[src/common/pdd_params.svh]
// Timing, widths and transfer limits for the paced digital I/O DMA stream block.
// Assumes inclusion by bare name from design and bench files alike.
`ifndef PDD_PARAMS_SVH
`define PDD_PARAMS_SVH
`define PDD_CLK_HZ 25000000
`define PDD_BASE_HZ 4000000
`define PDD_ACC_W 25
`define PDD_DIV_W 16
`define PDD_DIV_MIN 16'h0002
`define PDD_BYTE_W 27
`define PDD_MAX_BYTES 27'h4000000
`define PDD_WORD_W 25
`define PDD_ADDR_W 32
`define PDD_CNT_W 32
`define PDD_WORD_SHIFT 2
`endif

[src/common/pdd_pkg.sv]
// Types shared by the paced digital I/O DMA stream block.
// Assumes nothing beyond a SystemVerilog compiler.
`default_nettype none
package pdd_pkg;
  typedef enum logic [1:0] {
    PDD_DI_PACER = 2'b00,
    PDD_DI_RISE = 2'b01,
    PDD_DI_FALL = 2'b10,
    PDD_DI_HSHAKE = 2'b11
  } pdd_di_mode_t;
  typedef enum logic [1:0] {
    PDD_DO_PACER = 2'b00,
    PDD_DO_GATED = 2'b01,
    PDD_DO_HSHAKE = 2'b10,
    PDD_DO_SPARE = 2'b11
  } pdd_do_mode_t;
  typedef enum logic [1:0] {
    PDD_OUT_IDLE = 2'b00,
    PDD_OUT_FETCH = 2'b01,
    PDD_OUT_HOLD = 2'b10
  } pdd_out_state_t;
endpackage : pdd_pkg
`default_nettype wire

[src/hdl/pdd_divider.sv]
// One pacer counter: emits one pulse per div_i input ticks.
// Assumes div_i is held stable while running and is at least two.
`timescale 1ns/1ps
`include "pdd_params.svh"
`default_nettype none
module pdd_divider #(
  parameter int DIV_W = `PDD_DIV_W
) (
  input wire logic mclk_i,
  input wire logic srst_i,
  input wire logic tick_i,
  input wire logic [DIV_W-1:0] div_i,
  output logic tick_o
);
  logic [DIV_W-1:0] cnt;

  always_ff @(posedge mclk_i) begin
    if (srst_i) begin
      cnt <= '0;
      tick_o <= 1'b0;
    end else begin
      tick_o <= 1'b0;
      if (tick_i) begin
        if (cnt <= DIV_W'(1)) begin
          cnt <= div_i;
          tick_o <= 1'b1;
        end else begin
          cnt <= cnt - DIV_W'(1);
        end
      end
    end
  end
endmodule : pdd_divider
`default_nettype wire

[src/hdl/pdd_top.sv]
// Paced digital input and output engines moving 32-bit samples to and from host memory.
// Assumes a simple word master port to host memory with one-cycle acknowledge pulses.
// What this block does
// RULE1: Uncascaded input pacer ticks at the 4 MHz base divided by counter zero.
// RULE2: Cascaded input pacer ticks at base divided by counter zero times counter two.
// RULE3: Software loads each divider with a value from 2 to 65535.
// RULE4: Cascaded output pacer ticks at base divided by counter one times counter two.
// RULE5: Output modes: timer paced, timer gated by output request, or handshake.
// RULE6: Output moves a sample count until done or stopped.
// RULE7: Repeat replays the buffer until stopped; otherwise output runs once.
// RULE8: Output reports run flag, 1 busy and 0 done, plus samples moved.
// RULE9: Output sample count stays readable after stop or terminal count.
// RULE10: Software places all DMA buffers on double-word aligned addresses.
// RULE11: Double-buffer input treats memory as a ring of two equal halves.
// RULE12: Double-buffer input fills first half, second half, then wraps endlessly.
// RULE13: Half-ready rises whenever one half is completely filled.
// RULE14: Overrun count increments when an uncollected full half is overwritten.
// RULE15: Input clocked by pacer, strobe or handshake; only handshake throttles source.
// RULE16: One transfer is at most 64 MB; only the input byte count is clamped, the output sample count is not limited.
// RULE17: Two-bit input mode: pacer, rising request, falling request, handshake.
// RULE18: Transfers move whole 32-bit words, byte count up to 2^26.
// RULE19: Optionally input sampling stops at DMA completion, else it continues.
// RULE20: Half-ready clears once collected and sets again when the other half fills.
`timescale 1ns/1ps
`include "pdd_params.svh"
`default_nettype none
module pdd_top #(
  parameter int DIV_W = `PDD_DIV_W,
  parameter int BYTE_W = `PDD_BYTE_W
) (
  input wire logic mclk_i,
  input wire logic srst_i,
  input wire logic [DIV_W-1:0] pacer_counter_zero_i,
  input wire logic [DIV_W-1:0] pacer_counter_one_i,
  input wire logic [DIV_W-1:0] cascade_counter_two_i,
  input wire logic di_chained_divider_setting_i,
  input wire logic do_chained_divider_setting_i,
  input wire logic di_start_i,
  input wire logic di_stop_i,
  input wire pdd_pkg::pdd_di_mode_t di_mode_i,
  input wire logic di_dbuf_i,
  input wire logic di_stop_on_done_i,
  input wire logic [`PDD_ADDR_W-1:0] di_base_i,
  input wire logic [BYTE_W-1:0] di_bytes_i,
  input wire logic di_collect_i,
  input wire logic [31:0] di_data_i,
  input wire logic di_req_i,
  output logic di_ack_o,
  output logic di_run_o,
  output logic [`PDD_CNT_W-1:0] di_count_o,
  output logic di_half_ready_o,
  output logic di_ready_half_o,
  output logic [`PDD_CNT_W-1:0] di_overrun_o,
  output logic wr_req_o,
  output logic [`PDD_ADDR_W-1:0] wr_addr_o,
  output logic [31:0] wr_data_o,
  input wire logic wr_ack_i,
  input wire logic do_start_i,
  input wire logic do_stop_i,
  input wire pdd_pkg::pdd_do_mode_t do_mode_i,
  input wire logic do_repeat_i,
  input wire logic [`PDD_ADDR_W-1:0] do_base_i,
  input wire logic [`PDD_WORD_W-1:0] do_samples_i,
  input wire logic do_req_i,
  output logic do_ack_o,
  output logic [31:0] do_data_o,
  output logic do_run_o,
  output logic [`PDD_CNT_W-1:0] do_count_o,
  output logic rd_req_o,
  output logic [`PDD_ADDR_W-1:0] rd_addr_o,
  input wire logic [31:0] rd_data_i,
  input wire logic rd_ack_i
);
  // ----------------------------------------------------------------
  // Base clock and pacers
  // ----------------------------------------------------------------
  logic [`PDD_ACC_W-1:0] acc;
  logic base_tick, c2_tick, c0_tick, c1_tick;

  // Fractional accumulator averages exactly the base rate
  always_ff @(posedge mclk_i) begin
    if (srst_i) begin
      acc <= '0;
      base_tick <= 1'b0;
    end else if (acc >= `PDD_ACC_W'(`PDD_CLK_HZ - `PDD_BASE_HZ)) begin
      acc <= acc - `PDD_ACC_W'(`PDD_CLK_HZ - `PDD_BASE_HZ);
      base_tick <= 1'b1;
    end else begin
      acc <= acc + `PDD_ACC_W'(`PDD_BASE_HZ);
      base_tick <= 1'b0;
    end
  end

  pdd_divider #(.DIV_W(DIV_W)) u_c2 (.mclk_i(mclk_i), .srst_i(srst_i), .tick_i(base_tick),
    .div_i(cascade_counter_two_i), .tick_o(c2_tick));
  pdd_divider #(.DIV_W(DIV_W)) u_c0 (.mclk_i(mclk_i), .srst_i(srst_i), // [RULE1] [RULE2]
    .tick_i(di_chained_divider_setting_i ? c2_tick : base_tick), .div_i(pacer_counter_zero_i), .tick_o(c0_tick));
  pdd_divider #(.DIV_W(DIV_W)) u_c1 (.mclk_i(mclk_i), .srst_i(srst_i), // [RULE4]
    .tick_i(do_chained_divider_setting_i ? c2_tick : base_tick), .div_i(pacer_counter_one_i), .tick_o(c1_tick));

  // Word count from a byte count, clamped to the largest transfer
  function automatic logic [`PDD_WORD_W-1:0] words_of(input logic [BYTE_W-1:0] b);
    logic [BYTE_W-1:0] lim;
    lim = (b > BYTE_W'(`PDD_MAX_BYTES)) ? BYTE_W'(`PDD_MAX_BYTES) : b; // [RULE16]
    words_of = `PDD_WORD_W'(lim >> `PDD_WORD_SHIFT); // [RULE18]
  endfunction : words_of

  function automatic logic [`PDD_ADDR_W-1:0] addr_of(input logic [`PDD_ADDR_W-1:0] base,
                                                     input logic [`PDD_WORD_W-1:0] idx);
    addr_of = base + (`PDD_ADDR_W'(idx) << `PDD_WORD_SHIFT); // [RULE10]
  endfunction : addr_of

  // ----------------------------------------------------------------
  // Input sampling
  // ----------------------------------------------------------------
  logic req_q, sampling, held, di_event;
  logic [`PDD_WORD_W-1:0] di_words, di_idx;
  logic [1:0] pend;
  logic next_half;

  always_comb begin
    unique case (di_mode_i) // [RULE15] [RULE17]
      pdd_pkg::PDD_DI_PACER: di_event = c0_tick;
      pdd_pkg::PDD_DI_RISE: di_event = di_req_i & ~req_q;
      pdd_pkg::PDD_DI_FALL: di_event = ~di_req_i & req_q;
      pdd_pkg::PDD_DI_HSHAKE: di_event = di_req_i & ~held & ~di_ack_o;
    endcase
  end

  always_ff @(posedge mclk_i) begin
    if (srst_i) begin
      req_q <= 1'b0;
    end else begin
      req_q <= di_req_i;
    end
  end

  // Handshake acknowledge only when a slot is free, so the source waits
  always_ff @(posedge mclk_i) begin
    if (srst_i) begin
      di_ack_o <= 1'b0;
    end else begin
      di_ack_o <= sampling && di_mode_i == pdd_pkg::PDD_DI_HSHAKE && di_event; // [RULE15]
    end
  end

  // ----------------------------------------------------------------
  // Input DMA
  // ----------------------------------------------------------------
  assign wr_req_o = held;
  assign next_half = (di_idx + `PDD_WORD_W'(1)) == (di_words >> 1);

  always_ff @(posedge mclk_i) begin
    if (srst_i) begin
      sampling <= 1'b0;
      di_run_o <= 1'b0;
      held <= 1'b0;
      di_idx <= '0;
      di_words <= '0;
      di_count_o <= '0;
      wr_addr_o <= '0;
      wr_data_o <= '0;
    end else if (di_start_i) begin
      sampling <= 1'b1;
      di_run_o <= 1'b1;
      held <= 1'b0;
      di_idx <= '0;
      di_words <= words_of(di_bytes_i);
      di_count_o <= '0;
    end else if (di_stop_i) begin
      sampling <= 1'b0;
      di_run_o <= 1'b0;
      held <= 1'b0;
    end else begin
      // Pacer and strobe samples that find the slot busy are dropped
      if (sampling && di_run_o && di_event && !held) begin
        held <= 1'b1;
        wr_data_o <= di_data_i;
        wr_addr_o <= addr_of(di_base_i, di_idx);
      end
      if (held && wr_ack_i) begin
        held <= 1'b0;
        di_count_o <= di_count_o + `PDD_CNT_W'(1);
        if (di_idx + `PDD_WORD_W'(1) == di_words) begin
          di_idx <= '0; // [RULE12]
          if (!di_dbuf_i) begin
            di_run_o <= 1'b0;
            if (di_stop_on_done_i) begin
              sampling <= 1'b0; // [RULE19]
            end
          end
        end else begin
          di_idx <= di_idx + `PDD_WORD_W'(1);
        end
      end
    end
  end

  // ----------------------------------------------------------------
  // Double buffer halves
  // ----------------------------------------------------------------
  logic fill_done, half_done;
  logic [1:0] next_pend;
  assign half_done = held && wr_ack_i && di_dbuf_i && next_half; // [RULE11]
  assign fill_done = held && wr_ack_i && di_dbuf_i && (di_idx + `PDD_WORD_W'(1) == di_words);

  always_comb begin
    next_pend = pend;
    if (di_collect_i) begin
      next_pend[di_ready_half_o] = 1'b0; // [RULE20]
    end
    if (half_done) begin
      next_pend[0] = 1'b1; // [RULE13]
    end
    if (fill_done) begin
      next_pend[1] = 1'b1; // [RULE13]
    end
  end

  always_ff @(posedge mclk_i) begin
    if (srst_i || di_start_i) begin
      pend <= '0;
      di_overrun_o <= '0;
    end else begin
      pend <= next_pend;
      if ((half_done && pend[0] && !(di_collect_i && !di_ready_half_o)) ||
          (fill_done && pend[1] && !(di_collect_i && di_ready_half_o))) begin
        di_overrun_o <= di_overrun_o + `PDD_CNT_W'(1); // [RULE14]
      end
    end
  end

  // With both halves pending, the second half is offered first
  always_ff @(posedge mclk_i) begin
    if (srst_i || di_start_i) begin
      di_ready_half_o <= 1'b0;
    end else if (next_pend == 2'b10 || (next_pend == 2'b11 && fill_done && !pend[1])) begin
      di_ready_half_o <= 1'b1;
    end else if (next_pend != 2'b11) begin
      di_ready_half_o <= 1'b0;
    end
  end

  assign di_half_ready_o = |pend; // [RULE13] [RULE20]

  // ----------------------------------------------------------------
  // Output engine
  // ----------------------------------------------------------------
  pdd_pkg::pdd_out_state_t ost;
  logic [`PDD_WORD_W-1:0] do_idx, do_total;
  logic [31:0] do_buf;
  logic do_event;

  always_comb begin
    unique case (do_mode_i) // [RULE5]
      pdd_pkg::PDD_DO_PACER: do_event = c1_tick;
      pdd_pkg::PDD_DO_GATED: do_event = c1_tick & do_req_i;
      pdd_pkg::PDD_DO_HSHAKE: do_event = do_req_i;
      default: do_event = 1'b0;
    endcase
  end

  assign rd_req_o = (ost == pdd_pkg::PDD_OUT_FETCH);

  always_ff @(posedge mclk_i) begin
    if (srst_i) begin
      ost <= pdd_pkg::PDD_OUT_IDLE;
      do_run_o <= 1'b0;
      do_idx <= '0;
      do_total <= '0;
      do_count_o <= '0;
      do_buf <= '0;
      do_data_o <= '0;
      do_ack_o <= 1'b0;
      rd_addr_o <= '0;
    end else begin
      do_ack_o <= 1'b0;
      if (do_start_i && do_samples_i != '0) begin
        ost <= pdd_pkg::PDD_OUT_FETCH;
        do_run_o <= 1'b1; // [RULE8]
        do_idx <= '0;
        do_total <= do_samples_i; // [RULE6]
        do_count_o <= '0;
        rd_addr_o <= do_base_i;
      end else if (do_stop_i) begin
        ost <= pdd_pkg::PDD_OUT_IDLE;
        do_run_o <= 1'b0; // [RULE9]
      end else begin
        unique case (ost)
          pdd_pkg::PDD_OUT_IDLE: begin
          end
          pdd_pkg::PDD_OUT_FETCH: begin
            if (rd_ack_i) begin
              do_buf <= rd_data_i;
              ost <= pdd_pkg::PDD_OUT_HOLD;
            end
          end
          pdd_pkg::PDD_OUT_HOLD: begin
            if (do_event) begin
              do_data_o <= do_buf;
              do_ack_o <= (do_mode_i == pdd_pkg::PDD_DO_HSHAKE);
              do_count_o <= do_count_o + `PDD_CNT_W'(1); // [RULE8]
              if (do_idx + `PDD_WORD_W'(1) == do_total) begin
                if (do_repeat_i) begin
                  do_idx <= '0; // [RULE7]
                  rd_addr_o <= do_base_i;
                  ost <= pdd_pkg::PDD_OUT_FETCH;
                end else begin
                  ost <= pdd_pkg::PDD_OUT_IDLE; // [RULE7]
                  do_run_o <= 1'b0; // [RULE6] [RULE9]
                end
              end else begin
                do_idx <= do_idx + `PDD_WORD_W'(1);
                rd_addr_o <= addr_of(do_base_i, do_idx + `PDD_WORD_W'(1));
                ost <= pdd_pkg::PDD_OUT_FETCH;
              end
            end
          end
          default: ost <= pdd_pkg::PDD_OUT_IDLE;
        endcase
      end
    end
  end
endmodule : pdd_top
`default_nettype wire

[config.mk]
export PLATFORM = sky130hd
export DESIGN_NAME = pdd_top
export DESIGN_NICKNAME = d
export VERILOG_FILES = /design/src/common/pdd_pkg.sv /design/src/hdl/pdd_divider.sv /design/src/hdl/pdd_top.sv
export VERILOG_INCLUDE_DIRS = /design/src /design/src/common
export SDC_FILE = /design/constraint.sdc
export NUM_CORES = 1
export LEC_CHECK = 0
export ABC_AREA = 1
export ABC_CLOCK_PERIOD_IN_PS = 3500
export BUFFER_PORTS_ARGS = -buffer_cell sky130_fd_sc_hd__buf_2
export CORE_MARGIN = 2
export CORE_UTILIZATION = 55
export DETAILED_ROUTE_END_ITERATION = 16
export PLACE_DENSITY = 0.77
export SYNTH_ARGS = -nofsm -noshare
export SYNTH_HDL_FRONTEND = slang
export SYNTH_SLANG_ARGS = --single-unit
[constraint.sdc]
create_clock -name mclk_i -period 3.5 [get_ports mclk_i]
set_input_delay 0.35 -clock mclk_i [delete_from_list [all_inputs] [get_ports mclk_i]]
set_output_delay 0.35 -clock mclk_i [all_outputs]
set_load 0.1 [all_outputs]
# After elaboration in Yosys (flattened, before gate mapping)
# Cells that the tools add are included.
# totals
in_bits,248
word_cells,208
ff_bits,445
# classes
muxes,53
addsub,12
order_cmp,7
reduce_logical,61
eq_ne,23
n_bitwise,21
# op_table
op,count
32-bit two-way mux,6
25-bit two-way mux,4
"32-bit by 1-bit adder with 32-bit output, second input constant",3
32-bit by 27-bit adder with 32-bit output,2
"25-bit by 1-bit adder with 25-bit output, second input constant",2
25-bit equality test,2
"16-bit by 1-bit <= comparator with 1-bit output, second input constant",3
16-bit two-way mux,3
"16-bit by 1-bit subtractor with 16-bit output, second input constant",3
1-bit two-way mux,31
"27-bit greater-than comparator, second input constant",1
27-bit two-way mux,1
"25-bit by 22-bit adder with 25-bit output, second input constant",1
25-bit by 24-bit equality test with 1-bit output,1
"25-bit >= comparator, second input constant",1
25-bit nonzero test,1
"25-bit subtractor, second input constant",1
4-bit AND reduction,6
1-bit logical AND,19
3-bit nonzero test,6
3-bit AND reduction,5
1-bit NOT,14
"2-bit equality test, second input constant",6
2-bit OR reduction,6
25 further kinds,49

# Depth between registers and ports, before layout
# Gate-level depths: netlist of the first run.
# logic_depth
word_depth,13
depth_mapped,23
ltp_nobuf,23

# Modules after synthesis
# Synthesis of the first run repeated with hierarchy kept, for this count alone.
# unflattened
cells_unflattened,3959
area_unflattened_um2,25560.8
# by_module_without_submodules
mod,n_inst,cells_per_inst,area_each_um2
pdd_top,1,3329,21694.6
pdd_divider,3,210,1288.7

# Worst setup path after synthesis of the first run
# Ideal clock, no wire load.
# synth_timing
path_kind,reg2reg
from,register held (netlist: wr_req_o)
to,register di_count_o[24]
t_required_ns,3.377
stages_incl_launch_ff,16
setup_time_ns,0.123
slack_ns,0.355
arrival_time_ns,3.022
synth_period_minus_slack_ns,3.145
path_cell_list,dfxtp_1 nand2_1 inv_1 nand2_2 nor3_1 nand2_1 nor2_1 nand4_1 nor2_1 nand3_1 nor2_1 nand2_1 nor2_1 nand2_1 o21ai_0 a21oi_1
# synth_via
elab_chain_cells,2
# synth_rtl
item,line_no,text
"start, declared",pdd_top.sv:116,"logic req_q, sampling, held, di_event;"
"start signal, assigned",pdd_top.sv:157,held <= 1'b0;
"start signal, assigned",pdd_top.sv:166,held <= 1'b0;
"start signal, assigned",pdd_top.sv:173,held <= 1'b0;
1-bit logical AND,pdd_top.sv:181,if (held && wr_ack_i) begin
2-bit AND reduction (no line),-,
"end signal, assigned",pdd_top.sv:183,di_count_o <= di_count_o + `PDD_CNT_W'(1);
"end, declared",pdd_top.sv:50,"output logic [`PDD_CNT_W-1:0] di_count_o,"
# Every way passes these cells.
# A chain may end at the register's enable or synchronous reset.

# Worst setup path after layout of the first run
# layout_timing
from,register do_idx[0]
to,register rd_addr_o[31]
# layout_via
elab_chain_cells,7
elab_cells_between_ends,10
cone_classes,add/sub: 2; eq/ne: 2; mux: 5; reduce/logical: 1
# layout_rtl
item,line_no,text
"start, declared",pdd_top.sv:250,"logic [`PDD_WORD_W-1:0] do_idx, do_total;"
"start signal, assigned",pdd_top.sv:313,do_idx <= do_idx + `PDD_WORD_W'(1);
25-bit by 1-bit adder with 25-bit output (*),"pdd_top.sv:303, pdd_top.sv:314",
32-bit by 27-bit adder with 32-bit output or 25-bit equality test (tied branches),"pdd_top.sv:110, pdd_top.sv:303",
32-bit two-way mux,pdd_top.sv:303,if (do_idx + `PDD_WORD_W'(1) == do_total) begin
32-bit two-way mux,pdd_top.sv:299,if (do_event) begin
32-bit two-way mux,pdd_top.sv:289,unique case (ost)
32-bit two-way mux,pdd_top.sv:285,end else if (do_stop_i) begin
32-bit two-way mux,pdd_top.sv:278,if (do_start_i && do_samples_i != '0) begin
"end signal, assigned",pdd_top.sv:284,rd_addr_o <= do_base_i;
"end signal, assigned",pdd_top.sv:306,rd_addr_o <= do_base_i;
"end signal, assigned",pdd_top.sv:314,"rd_addr_o <= addr_of(do_base_i, do_idx + `PDD_WORD_W'(1));"
"end, declared",pdd_top.sv:70,"output logic [`PDD_ADDR_W-1:0] rd_addr_o,"
# Mark *: on every way between the ends. The rest lies on a longest branch, timed or not. The select of a mux whose other input is x is not followed.

==> results of run 1 <==
==> cell families (layout without fill, tap and decap cells) <==
kind of cell,Yosys count,count (layout),synth area share (%)
AOI/OAI and AO/OA,792,792,17.3
adders and majority gates,69,69,3.56
and+or+nand+nor,1861,1861,31.6
buffers and inverters,550,1088,8.64
other,0,5,0
DFF,439,439,35.6
xor gates and xnor gates,89,89,3.34
==> critical path, cell delays in order, from the launching register on <==
cell and delay, ns:
sky130_fd_sc_hd__dfxtp_1 0.38, sky130_fd_sc_hd__buf_4 0.15, sky130_fd_sc_hd__inv_2 0.07, sky130_fd_sc_hd__nor2_4 0.19, sky130_fd_sc_hd__nand2_2 0.10, sky130_fd_sc_hd__nor2_4 0.19, sky130_fd_sc_hd__nand2_1 0.07, sky130_fd_sc_hd__nand2_1 0.07
sky130_fd_sc_hd__nand2_1 0.14, sky130_fd_sc_hd__ha_4 0.34, sky130_fd_sc_hd__nand2_1 0.09, sky130_fd_sc_hd__nor2_1 0.15, sky130_fd_sc_hd__and2_1 0.16, sky130_fd_sc_hd__nand4_1 0.07, sky130_fd_sc_hd__nand3_1 0.16, sky130_fd_sc_hd__nand2_1 0.08
sky130_fd_sc_hd__nand2_1 0.11, sky130_fd_sc_hd__nand3_1 0.09, sky130_fd_sc_hd__nand2_2 0.13, sky130_fd_sc_hd__nand3_1 0.09, sky130_fd_sc_hd__nand2_1 0.06, sky130_fd_sc_hd__nand2_1 0.04, sky130_fd_sc_hd__nor2_1 0.08, sky130_fd_sc_hd__nor2_1 0.05
==> power by group through the flow <==
| stage | registers (uW) | clock network [uW] | logic (uW) |
|---|---|---|---|
| 2_1_floorplan | 5530 | 0 | 792 |
| 3_3_place_gp | 5320 | 0 | 1450 |
| 3_5_place_dp | 5320 | 0 | 1460 |
| 4_1_cts | 5210 | 5290 | 1520 |
| 5_1_grt | 5230 | 5490 | 1690 |
| 6_report | 5220 | 5230 | 1530 |
==> per-stage QoR <==
| stage | setup slack [ns] | hold slack, ns |
|---|---|---|
| 6_report | 0.312 | 0.0212 |
| 5_1_grt | 0.0101 | 0.0157 |
| 4_1_cts | 0.164 | 0.000915 |
| 3_5_place_dp | 0.180 | 0.444 |
| 3_3_place_gp | 0.241 | 0.436 |
| 2_1_floorplan | 0.355 | 0.428 |
==> cell usage after synthesis, types with 7 or more instances <==
| library cell | number |
|---|---|
| sky130_fd_sc_hd__nand2_1 | 980 |
| sky130_fd_sc_hd__nor2_1 | 446 |
| sky130_fd_sc_hd__dfxtp_1 | 439 |
| sky130_fd_sc_hd__inv_1 | 419 |
| sky130_fd_sc_hd__a21oi_1 | 384 |
| sky130_fd_sc_hd__o21ai_0 | 265 |
| sky130_fd_sc_hd__nand3_1 | 231 |
| sky130_fd_sc_hd__clkbuf_1 | 89 |
| sky130_fd_sc_hd__ha_1 | 67 |
| sky130_fd_sc_hd__nor3_1 | 59 |
| sky130_fd_sc_hd__xor2_1 | 55 |
| sky130_fd_sc_hd__nand4_1 | 54 |
| sky130_fd_sc_hd__o22ai_1 | 31 |
| sky130_fd_sc_hd__xnor2_1 | 31 |
| sky130_fd_sc_hd__o211ai_1 | 24 |
| sky130_fd_sc_hd__nor4_1 | 23 |
| sky130_fd_sc_hd__buf_2 | 17 |
| sky130_fd_sc_hd__nand3b_1 | 15 |
| sky130_fd_sc_hd__o21ai_1 | 15 |
| sky130_fd_sc_hd__o21bai_1 | 14 |
| sky130_fd_sc_hd__or2_2 | 12 |
| sky130_fd_sc_hd__a31oi_1 | 9 |
| sky130_fd_sc_hd__nor2_4 | 9 |
| sky130_fd_sc_hd__o31ai_1 | 9 |
| sky130_fd_sc_hd__a31o_2 | 8 |
| sky130_fd_sc_hd__o21a_1 | 8 |
| sky130_fd_sc_hd__buf_1 | 7 |
| sky130_fd_sc_hd__buf_4 | 7 |
| sky130_fd_sc_hd__nand2_2 | 7 |
==> state kept, by name (all words and copies together) (netlist names), 32 cells and up <==
signal        flops
di_count_o       32
di_overrun_o     32
do_buf           32
do_count_o       32
do_data_o        32
rd_addr_o        32
wr_addr_o        32
wr_data_o        32
==> area by class of cell <==
class,instances,area share [%]
repair buffers,574,11.1
diodes,5,0.0417
multi-input cells,2811,46.2
well taps,592,2.47
clock buffers,72,4.81
clock inverters,15,0.626
inverters,427,5.35
flip-flops and latches,439,29.3
==> cells in the final DEF, fill, tap and decap left out, types with 56 or more instances in the layout <==
master,n
sky130_fd_sc_hd__nand2_1,978
sky130_fd_sc_hd__buf_2,478
sky130_fd_sc_hd__nor2_1,443
sky130_fd_sc_hd__dfxtp_1,435
sky130_fd_sc_hd__inv_1,418
sky130_fd_sc_hd__a21oi_1,384
sky130_fd_sc_hd__o21ai_0,265
sky130_fd_sc_hd__nand3_1,230
sky130_fd_sc_hd__ha_1,64
sky130_fd_sc_hd__nor3_1,59
sky130_fd_sc_hd__dlygate4sd3_1,56
==> repair_timing <==
item / in CTS / in global routing
hold buffers: 56 / 0
buffers inserted: 0 / 0
gates resized for setup: 0 / 14
endpoints found under the hold margin: 56 / 0
endpoints found under the setup margin: 0 / 14
==> layer usage <==
layer / up-vias / wire, um / track usage [%]
met5: - / 53 / 0
met4: 8 / 3650 / 15.0
met3: 208 / 6220 / 7.06
met2: 967 / 36200 / 55.2
met1: 12100 / 33700 / 41.4
li1: 13400 / - / -
==> final timing paths <==
| check | from | end | slack, ns | cells past startpoint |
|---|---|---|---|---|
| min | di_bytes_i[24] | di_words[22] | 0.02 | 3 |
| min reg2reg | do_buf[18] | do_data_o[18] | 0.45 | 2 |
| max | do_idx[0] | rd_addr_o[31] | 0.31 | 23 |
| max reg2reg | do_idx[0] | rd_addr_o[31] | 0.31 | 23 |
==> impl_summary.log, run 1 <==
[metrics] part of the total power dissipated in combinational logic: 12.8%
[metrics] Clock Root Buffer: sky130_fd_sc_hd__clkbuf_16
[metrics] layout net count: 4618
[metrics] final critical-path share of the clock period: 91.1%
[metrics] TritonCTS clock tree: built
[metrics] IO Port Bufs: 479
[metrics] highest fanout seen on the critical path: 6
[metrics] H-tree levels: 2
[metrics] clock transition at the registers of the reported paths: 0.06 ns
[metrics] Tot GR Track Use: 33.2%
[metrics] Std-Cell Rows: 77
[metrics] number of placed I/O pins: 480
[metrics] sw frac: 27.4%
[metrics] async set-reset flop share out of synthesis: 0%
[metrics] gr ovfl total: 0
[metrics] Power per Cell Area: 399 nW/um^2
[metrics] total of endpoints with negative setup slack in the final report: 0
[metrics] Finished Cell Area: 30000 um^2
[metrics] number of fill cells: 4081
[metrics] dominant cell type by area after synthesis: sky130_fd_sc_hd__dfxtp_1
[metrics] outcome: complete, no violations
[metrics] Yosys cell types: 54
[metrics] area fraction of the dominant cell type after synthesis: 35.6%
[metrics] most area-consuming cells after synthesis: sky130_fd_sc_hd__dfxtp_1, sky130_fd_sc_hd__nand2_1, sky130_fd_sc_hd__a21oi_1, sky130_fd_sc_hd__nor2_1, sky130_fd_sc_hd__inv_1
[metrics] count of placed standard cells in the final layout, fillers left out: 4935
[metrics] storage element area: 8790 um^2
[metrics] synthesized instance count: 3800
[metrics] Synth Warn #: 0
[metrics] category of the worst setup path launch point: register
[metrics] fin. max-slew vios: 0
[metrics] chip width: 216 um
[metrics] share of total power in the clock network: 43.7%
[metrics] total chip power: 12000 uW
[metrics] Detailed Routing Iterations Pass 1: 5
[metrics] Initial Util: 55.7%
[metrics] Power Internal: 8690 uW
[metrics] Mean Syn Cell Area: 6.50 um^2
[metrics] antenna-violating nets left: 0
[metrics] Critical Setup Path Class: register to register
[metrics] LEAKAGE: 0.0139 uW
[metrics] Max Cap Violations: 0
[metrics] arrival time at the worst endpoint: 3.69 ns
[metrics] register bit total from synthesis: 439
[metrics] summed instance area of the synthesized netlist: 24700 um^2
[metrics] hold violation total from the final report: 0
[metrics] largest net degree at the start of global routing: 115
[metrics] Sequential Power Share: 43.6%
[metrics] DP HPWL: 60.7 mm
[metrics] DR vias: 26700
[metrics] portion of the post-synthesis area used by sequential elements: 35.6%
[metrics] initial antenna violation count: 9
[metrics] Hold WC Path Type: input pin to register
[metrics] headroom to the max-slew limit: 25.5%
[metrics] clk buf depth: 3
[metrics] post-route clock skew: 0.0164 ns
[metrics] main flop type after synthesis: sky130_fd_sc_hd__dfxtp_1
[metrics] highest clock frequency the design can meet: 314 MHz
[metrics] sort of element at the end of the critical path: register
[metrics] EDFF count, synth: 0
[metrics] instance area at placement: 27700 um^2
[metrics] number of global-route vias before repair: 24600
[metrics] ratio of routed vias to standard cells: 5.41
[metrics] height of the die: 216 um
[metrics] final wirelength: 79.9 mm
[metrics] number of clock sinks: 439
[metrics] Post-Syn Nets: 4117
[metrics] final weighted congestion in routability-driven placement: 0.995
[metrics] layout cell share with drive strength beyond 1: 15.4%
[metrics] DR DRC count: 0
[metrics] critical path required time: 4.00 ns
[metrics] first-pass GRT wire length: 126 mm
[metrics] dpl cells: 4787
[metrics] Num CTS Buffers: 48
[metrics] RSZ-0062 raised after global routing: no
[metrics] post-route setup TNS: 0 ns
[metrics] DR iter-0 viols: 2026
[metrics] worst-skew pair later-pin latency: 0.61 ns
[metrics] average wire per cell in the routed design: 16.2 um
[metrics] switching component of the power: 3280 uW
[metrics] Area Growth Syn to Fin: 21.4%
[metrics] total area of multi-input combinational cells: 13900 um^2
[metrics] final design utilization: 67.7%
[metrics] Worst Max-Slew Pin Slew: 1.12 ns
[metrics] final critical-path required period: 3.19 ns
[metrics] Placeable Area: 44300 um^2
[metrics] highest ir drop seen on vdd: 0.397 mV
[metrics] Total Die Area: 46600 um^2
No activity file was read; power rests on OpenSTA's default activity.
==> run 2: changes to the inputs <==
Settings changed: PLACE_DENSITY 0.77 to 0.8.
==> impl_summary.log, run 2 (synthesis results as in run 1) <==
[metrics] DP HPWL: 61.8 mm
[metrics] highest fanout seen on the critical path: 25
[metrics] highest clock frequency the design can meet: 309 MHz
[metrics] hold violation total from the final report: 0
[metrics] Area Growth Syn to Fin: 20.9%
[metrics] Std-Cell Rows: 77
[metrics] headroom to the max-slew limit: 23.3%
[metrics] total chip power: 12000 uW
[metrics] number of global-route vias before repair: 24600
[metrics] gr ovfl total: 0
[metrics] Placeable Area: 44300 um^2
[metrics] layout cell share with drive strength beyond 1: 15.6%
[metrics] most common library cell in the layout ignoring fill and taps: sky130_fd_sc_hd__nand2_1
[metrics] arrival time at the worst endpoint: 3.74 ns
[metrics] first-pass GRT wire length: 129 mm
[metrics] Worst Max-Slew Pin Slew: 1.15 ns
[metrics] count of placed standard cells in the final layout, fillers left out: 4930
[metrics] final weighted congestion in routability-driven placement: 1.03
[metrics] Max Cap Violations: 0
[metrics] Hold WC Path Type: input pin to register
[metrics] crit-path max cell delay: 0.51 ns
[metrics] Clock Root Buffer: sky130_fd_sc_hd__clkbuf_16
[metrics] final design utilization: 67.4%
[metrics] leading cell types in the layout, fill and taps excluded: sky130_fd_sc_hd__nand2_1, sky130_fd_sc_hd__buf_2, sky130_fd_sc_hd__nor2_1
[metrics] outcome: complete, no violations
[metrics] library cell contributing the largest single delay on the critical path: sky130_fd_sc_hd__nor2_4
[metrics] critical path required time: 4.00 ns
[metrics] sort of element at the end of the critical path: register
[metrics] Detailed Routing Iterations Pass 1: 6
[metrics] peak-usage layer in the global routing report: met2
[metrics] Critical Setup Path Class: register to register
[metrics] TritonCTS clock tree: built
[metrics] H-tree levels: 2
[metrics] IO Port Bufs: 479
[metrics] GR Layer Usage met3: 6.03%
[metrics] number of fill cells: 3978
[metrics] critical path, cell by cell: ha_1, nand2_1, nor2_1, buf_4, nand3_1, o21ai_1, nand2_1, nand2_1, nand2_1, nand3_1, nor2_1, and2_1, nor2_4, nand2_1, a21oi_1
[metrics] CP most frequent cell: sky130_fd_sc_hd__nand2_1
[metrics] number of placed I/O pins: 480
[metrics] clock transition at the registers of the reported paths: 0.06 ns
[metrics] initial antenna violation count: 7
[metrics] Initial Util: 55.7%
[metrics] highest ir drop seen on vdd: 0.414 mV
[metrics] DR vias: 26900
[metrics] height of the die: 216 um
[metrics] final critical-path required period: 3.24 ns
[metrics] number of clock sinks: 439
[metrics] fin. max-slew vios: 0
[metrics] antenna-violating nets left: 0
[metrics] Power per Cell Area: 401 nW/um^2
[metrics] dpl cells: 4795
[metrics] sw frac: 27.7%
[metrics] final wirelength: 82.2 mm
[metrics] worst-skew pair later-pin latency: 0.61 ns
[metrics] layout net count: 4615
[metrics] Total Die Area: 46600 um^2
[metrics] final critical-path share of the clock period: 92.4%
[metrics] category of the worst setup path launch point: register
[metrics] average wire per cell in the routed design: 16.7 um
[metrics] Num CTS Buffers: 48
[metrics] ratio of routed vias to standard cells: 5.45
[metrics] total of endpoints with negative setup slack in the final report: 0
[metrics] switching component of the power: 3320 uW
[metrics] met1 track demand over resource in global routing: 43.0%
[metrics] Power Internal: 8660 uW
[metrics] LEAKAGE: 0.0139 uW
[metrics] share of total power in the clock network: 43.7%
[metrics] clk buf depth: 3
[metrics] largest net degree at the start of global routing: 70
[metrics] chip width: 216 um
[metrics] Sequential Power Share: 43.5%
[metrics] hold slack final: 0.0206 ns
[metrics] DR iter-0 viols: 2526
[metrics] post-route clock skew: 0.0229 ns
[metrics] DR DRC count: 0
[metrics] global-route met2 utilization: 56.7%
[metrics] part of the total power dissipated in combinational logic: 12.8%
[metrics] Tot GR Track Use: 34.0%
## run 2: cell count changes in the layout (fill, tap and decap cells not counted), sizes merged
cell	delta
buf	+12
diode	-2
clkinv	-2
dlygate4sd3	-15
bufinv	+1
clkbuf	-4
clkinvlp	+5
## run 2: critical path, delay by kind of cell (launching register included)
kind	cells	cell delay (ns)
adder cells (fa/ha/maj)	1	0.23
flip-flops	1	0.44
AND/OR/NAND/NOR	11	1.84
buffers and inverters	1	0.22
AO/OA/AOI/OAI	2	0.42
## run 2: final timing paths
check                      start            end  slack, ns  depth (start not counted)
setup / recovery       di_idx[0]     di_idx[17]       0.26                         15
hold / removal    di_bytes_i[19]   di_words[17]       0.02                          3
setup reg to reg       di_idx[0]     di_idx[17]       0.26                         15
hold reg to reg       do_buf[29]  do_data_o[29]       0.45                          2
## run 2: cell type report
type | instances | area, um^2 | share of cell area (%)
Antenna cell | 3 | 7.51 | 0.0251
Clock buffer | 68 | 1380 | 4.61
Clock inverter | 19 | 238 | 0.796
Inverter | 427 | 1610 | 5.38
Multi-Input combinational cell | 2811 | 13800 | 46.4
Sequential cell | 439 | 8790 | 29.4
Tap cell | 592 | 741 | 2.48
Timing Repair Buffer | 571 | 3260 | 10.9
## run 2: timing repair
action | CTS | global route
setup buffers | 0 | 4
endpoints found under the hold margin | 41 | 0
resized for setup | 0 | 13
hold buffers | 41 | 0
setup endpoints to repair | 0 | 17
## run 2: power groups by stage
stage                     logic (uW)  clock network (uW)  registers (uW)
after global routing            1680                5500            5230
after detailed placement        1460                   0            5320
after floorplan                  792                   0            5530
after CTS                       1510                5290            5210
final                           1530                5230            5210
after global placement          1450                   0            5320
## run 2: through the flow
step                      worst slack, ns  setup TNS [ns]  area [um^2]
after detailed placement            0.111               0        27700
after global placement              0.225               0        27700
after global routing             -0.00994        -0.00994        29900
final                               0.265               0        29900
after CTS                          0.0709               0        29800
after floorplan                     0.355               0        24700
## run 2: routing by layer
| metal | vias up | part of all wire, % |
|---|---|---|
| met2 | 1021 | 47 |
| met3 | 201 | 7.3 |
| met4 | 8 | 4.6 |
| met5 | - | 0.071 |
| met1 | 12200 | 42 |
| li1 | 13500 | - |
==> run 3: changes to the inputs <==
Settings changed: CORE_UTILIZATION 55 to 50, PLACE_DENSITY 0.8 to 0.73.
==> impl_summary.log, run 3 (synthesis results as in run 1) <==
[metrics] first-pass GRT wire length: 125 mm
[metrics] DP HPWL: 61.4 mm
[metrics] ratio of routed vias to standard cells: 5.36
[metrics] final weighted congestion in routability-driven placement: 0.971
[metrics] sort of element at the end of the critical path: register
[metrics] post-route setup TNS: 0 ns
[metrics] Clock Root Buffer: sky130_fd_sc_hd__clkbuf_16
[metrics] Hold WC Path Type: input pin to register
[metrics] H-tree levels: 2
[metrics] hold violation total from the final report: 0
[metrics] final critical-path share of the clock period: 92.8%
[metrics] peak-usage layer in the global routing report: met2
[metrics] headroom to the max-slew limit: 38.6%
[metrics] number of fill cells: 4682
[metrics] storage element area: 8790 um^2
[metrics] clock transition at the registers of the reported paths: 0.06 ns
[metrics] chip width: 226 um
[metrics] total chip power: 12000 uW
[metrics] post-route clock skew: 0.0265 ns
[metrics] clk buf depth: 3
[metrics] worst-skew pair later-pin latency: 0.60 ns
[metrics] most common library cell in the layout ignoring fill and taps: sky130_fd_sc_hd__nand2_1
[metrics] GR Layer Usage met3: 5.71%
[metrics] DR iter-0 viols: 1865
[metrics] leading cell types in the layout, fill and taps excluded: sky130_fd_sc_hd__nand2_1, sky130_fd_sc_hd__buf_2, sky130_fd_sc_hd__nor2_1
[metrics] Total Die Area: 51200 um^2
[metrics] total area of multi-input combinational cells: 13900 um^2
[metrics] Worst Max-Slew Pin Slew: 0.920 ns
[metrics] layout net count: 4627
[metrics] Power per Cell Area: 398 nW/um^2
[metrics] number of clock sinks: 439
[metrics] highest fanout seen on the critical path: 6
[metrics] arrival time at the worst endpoint: 3.74 ns
[metrics] Initial Util: 50.6%
[metrics] largest net degree at the start of global routing: 105
[metrics] highest ir drop seen on vdd: 0.339 mV
[metrics] highest clock frequency the design can meet: 308 MHz
[metrics] category of the worst setup path launch point: register
[metrics] LEAKAGE: 0.0139 uW
[metrics] initial antenna violation count: 6
[metrics] total of endpoints with negative setup slack in the final report: 0
[metrics] met1 track demand over resource in global routing: 37.7%
[metrics] DR vias: 26900
[metrics] height of the die: 226 um
[metrics] gr ovfl total: 0
[metrics] outcome: complete, no violations
[metrics] Max Cap Violations: 0
[metrics] number of global-route vias before repair: 24200
[metrics] TritonCTS clock tree: built
[metrics] antenna-violating nets left: 0
[metrics] IO Port Bufs: 479
[metrics] Tot GR Track Use: 30.4%
[metrics] DR DRC count: 0
[metrics] global-route met2 utilization: 50.7%
[metrics] fin. max-slew vios: 0
[metrics] dpl cells: 4868
[metrics] critical path required time: 3.99 ns
[metrics] hold slack final: 0.0236 ns
[metrics] final critical-path required period: 3.25 ns
[metrics] count of placed standard cells in the final layout, fillers left out: 5012
[metrics] Detailed Routing Iterations Pass 1: 6
[metrics] Std-Cell Rows: 81
[metrics] final wirelength: 80.9 mm
[metrics] number of placed I/O pins: 480
[metrics] Area Growth Syn to Fin: 21.8%
[metrics] final design utilization: 61.6%
[metrics] Num CTS Buffers: 48
[metrics] Critical Setup Path Class: register to register
[metrics] average wire per cell in the routed design: 16.1 um
[metrics] Placeable Area: 48800 um^2
[metrics] layout cell share with drive strength beyond 1: 15.8%
run 3: path summary, 6_finish.rpt:
path | slack [ns] | end | depth (start not counted) | from
min | 0.02 | di_words[13] | 3 | di_bytes_i[15]
min reg2reg | 0.45 | do_data_o[9] | 2 | do_buf[9]
max reg2reg | 0.25 | rd_addr_o[31] | 23 | do_idx[0]
max | 0.25 | rd_addr_o[31] | 23 | do_idx[0]
run 3: worst max-delay path, stage by stage (launching register included):
cell,delay [ns]
sky130_fd_sc_hd__dfxtp_1,0.38
sky130_fd_sc_hd__buf_4,0.15
sky130_fd_sc_hd__inv_2,0.07
sky130_fd_sc_hd__nor2_4,0.19
sky130_fd_sc_hd__nand2_2,0.10
sky130_fd_sc_hd__nor2_4,0.20
sky130_fd_sc_hd__nand2_1,0.08
sky130_fd_sc_hd__nand2_1,0.08
sky130_fd_sc_hd__nand2_1,0.10
sky130_fd_sc_hd__ha_2,0.41
sky130_fd_sc_hd__nand2_1,0.12
sky130_fd_sc_hd__nor2_1,0.16
sky130_fd_sc_hd__and2_1,0.16
sky130_fd_sc_hd__nand4_1,0.08
sky130_fd_sc_hd__nand3_1,0.17
sky130_fd_sc_hd__nand2_1,0.07
sky130_fd_sc_hd__nand2_1,0.09
sky130_fd_sc_hd__nand3_1,0.09
sky130_fd_sc_hd__nand2_2,0.13
sky130_fd_sc_hd__nand3_1,0.09
sky130_fd_sc_hd__nand2_1,0.06
sky130_fd_sc_hd__nand2_1,0.04
sky130_fd_sc_hd__nor2_1,0.08
sky130_fd_sc_hd__nor2_1,0.06
run 3: power by group:
group / switching (uW) / internal [uW]
registers: 97.8 / 5120
logic: 1040 / 486
clock network: 2150 / 3090
total: 3290 / 8700
run 3: cell type report:
cell class	instances	area share (%)
multi-input combinational	2811	46.2
sequential	439	29.2
timing repair buffer	583	11.1
inverter	427	5.34
clock buffer	67	4.53
tap	664	2.76
clock inverter	18	0.840
antenna	3	0.0250
run 3: per-stage QoR:
stage | worst slack (ns) | cell area, um^2
floorplan | 0.355 | 24700
global placement | 0.221 | 27800
detailed placement | 0.156 | 27800
CTS | 0.113 | 30000
global route | -0.0421 | 30100
finish | 0.252 | 30100
run 3: timing repair:
item | CTS | global route
hold buffers | 53 | 0
endpoints found under the hold margin | 53 | 0
endpoints found under the setup margin | 0 | 17
buffers inserted | 0 | 3
resized for setup | 0 | 27
run 3: metal layers:
| metal | vias up | share of wire [%] |
|---|---|---|
| met3 | 214 | 6.9 |
| met2 | 934 | 47 |
| met1 | 12200 | 42 |
| met4 | 4 | 4.9 |
| li1 | 13500 | - |
| met5 | - | 0.030 |
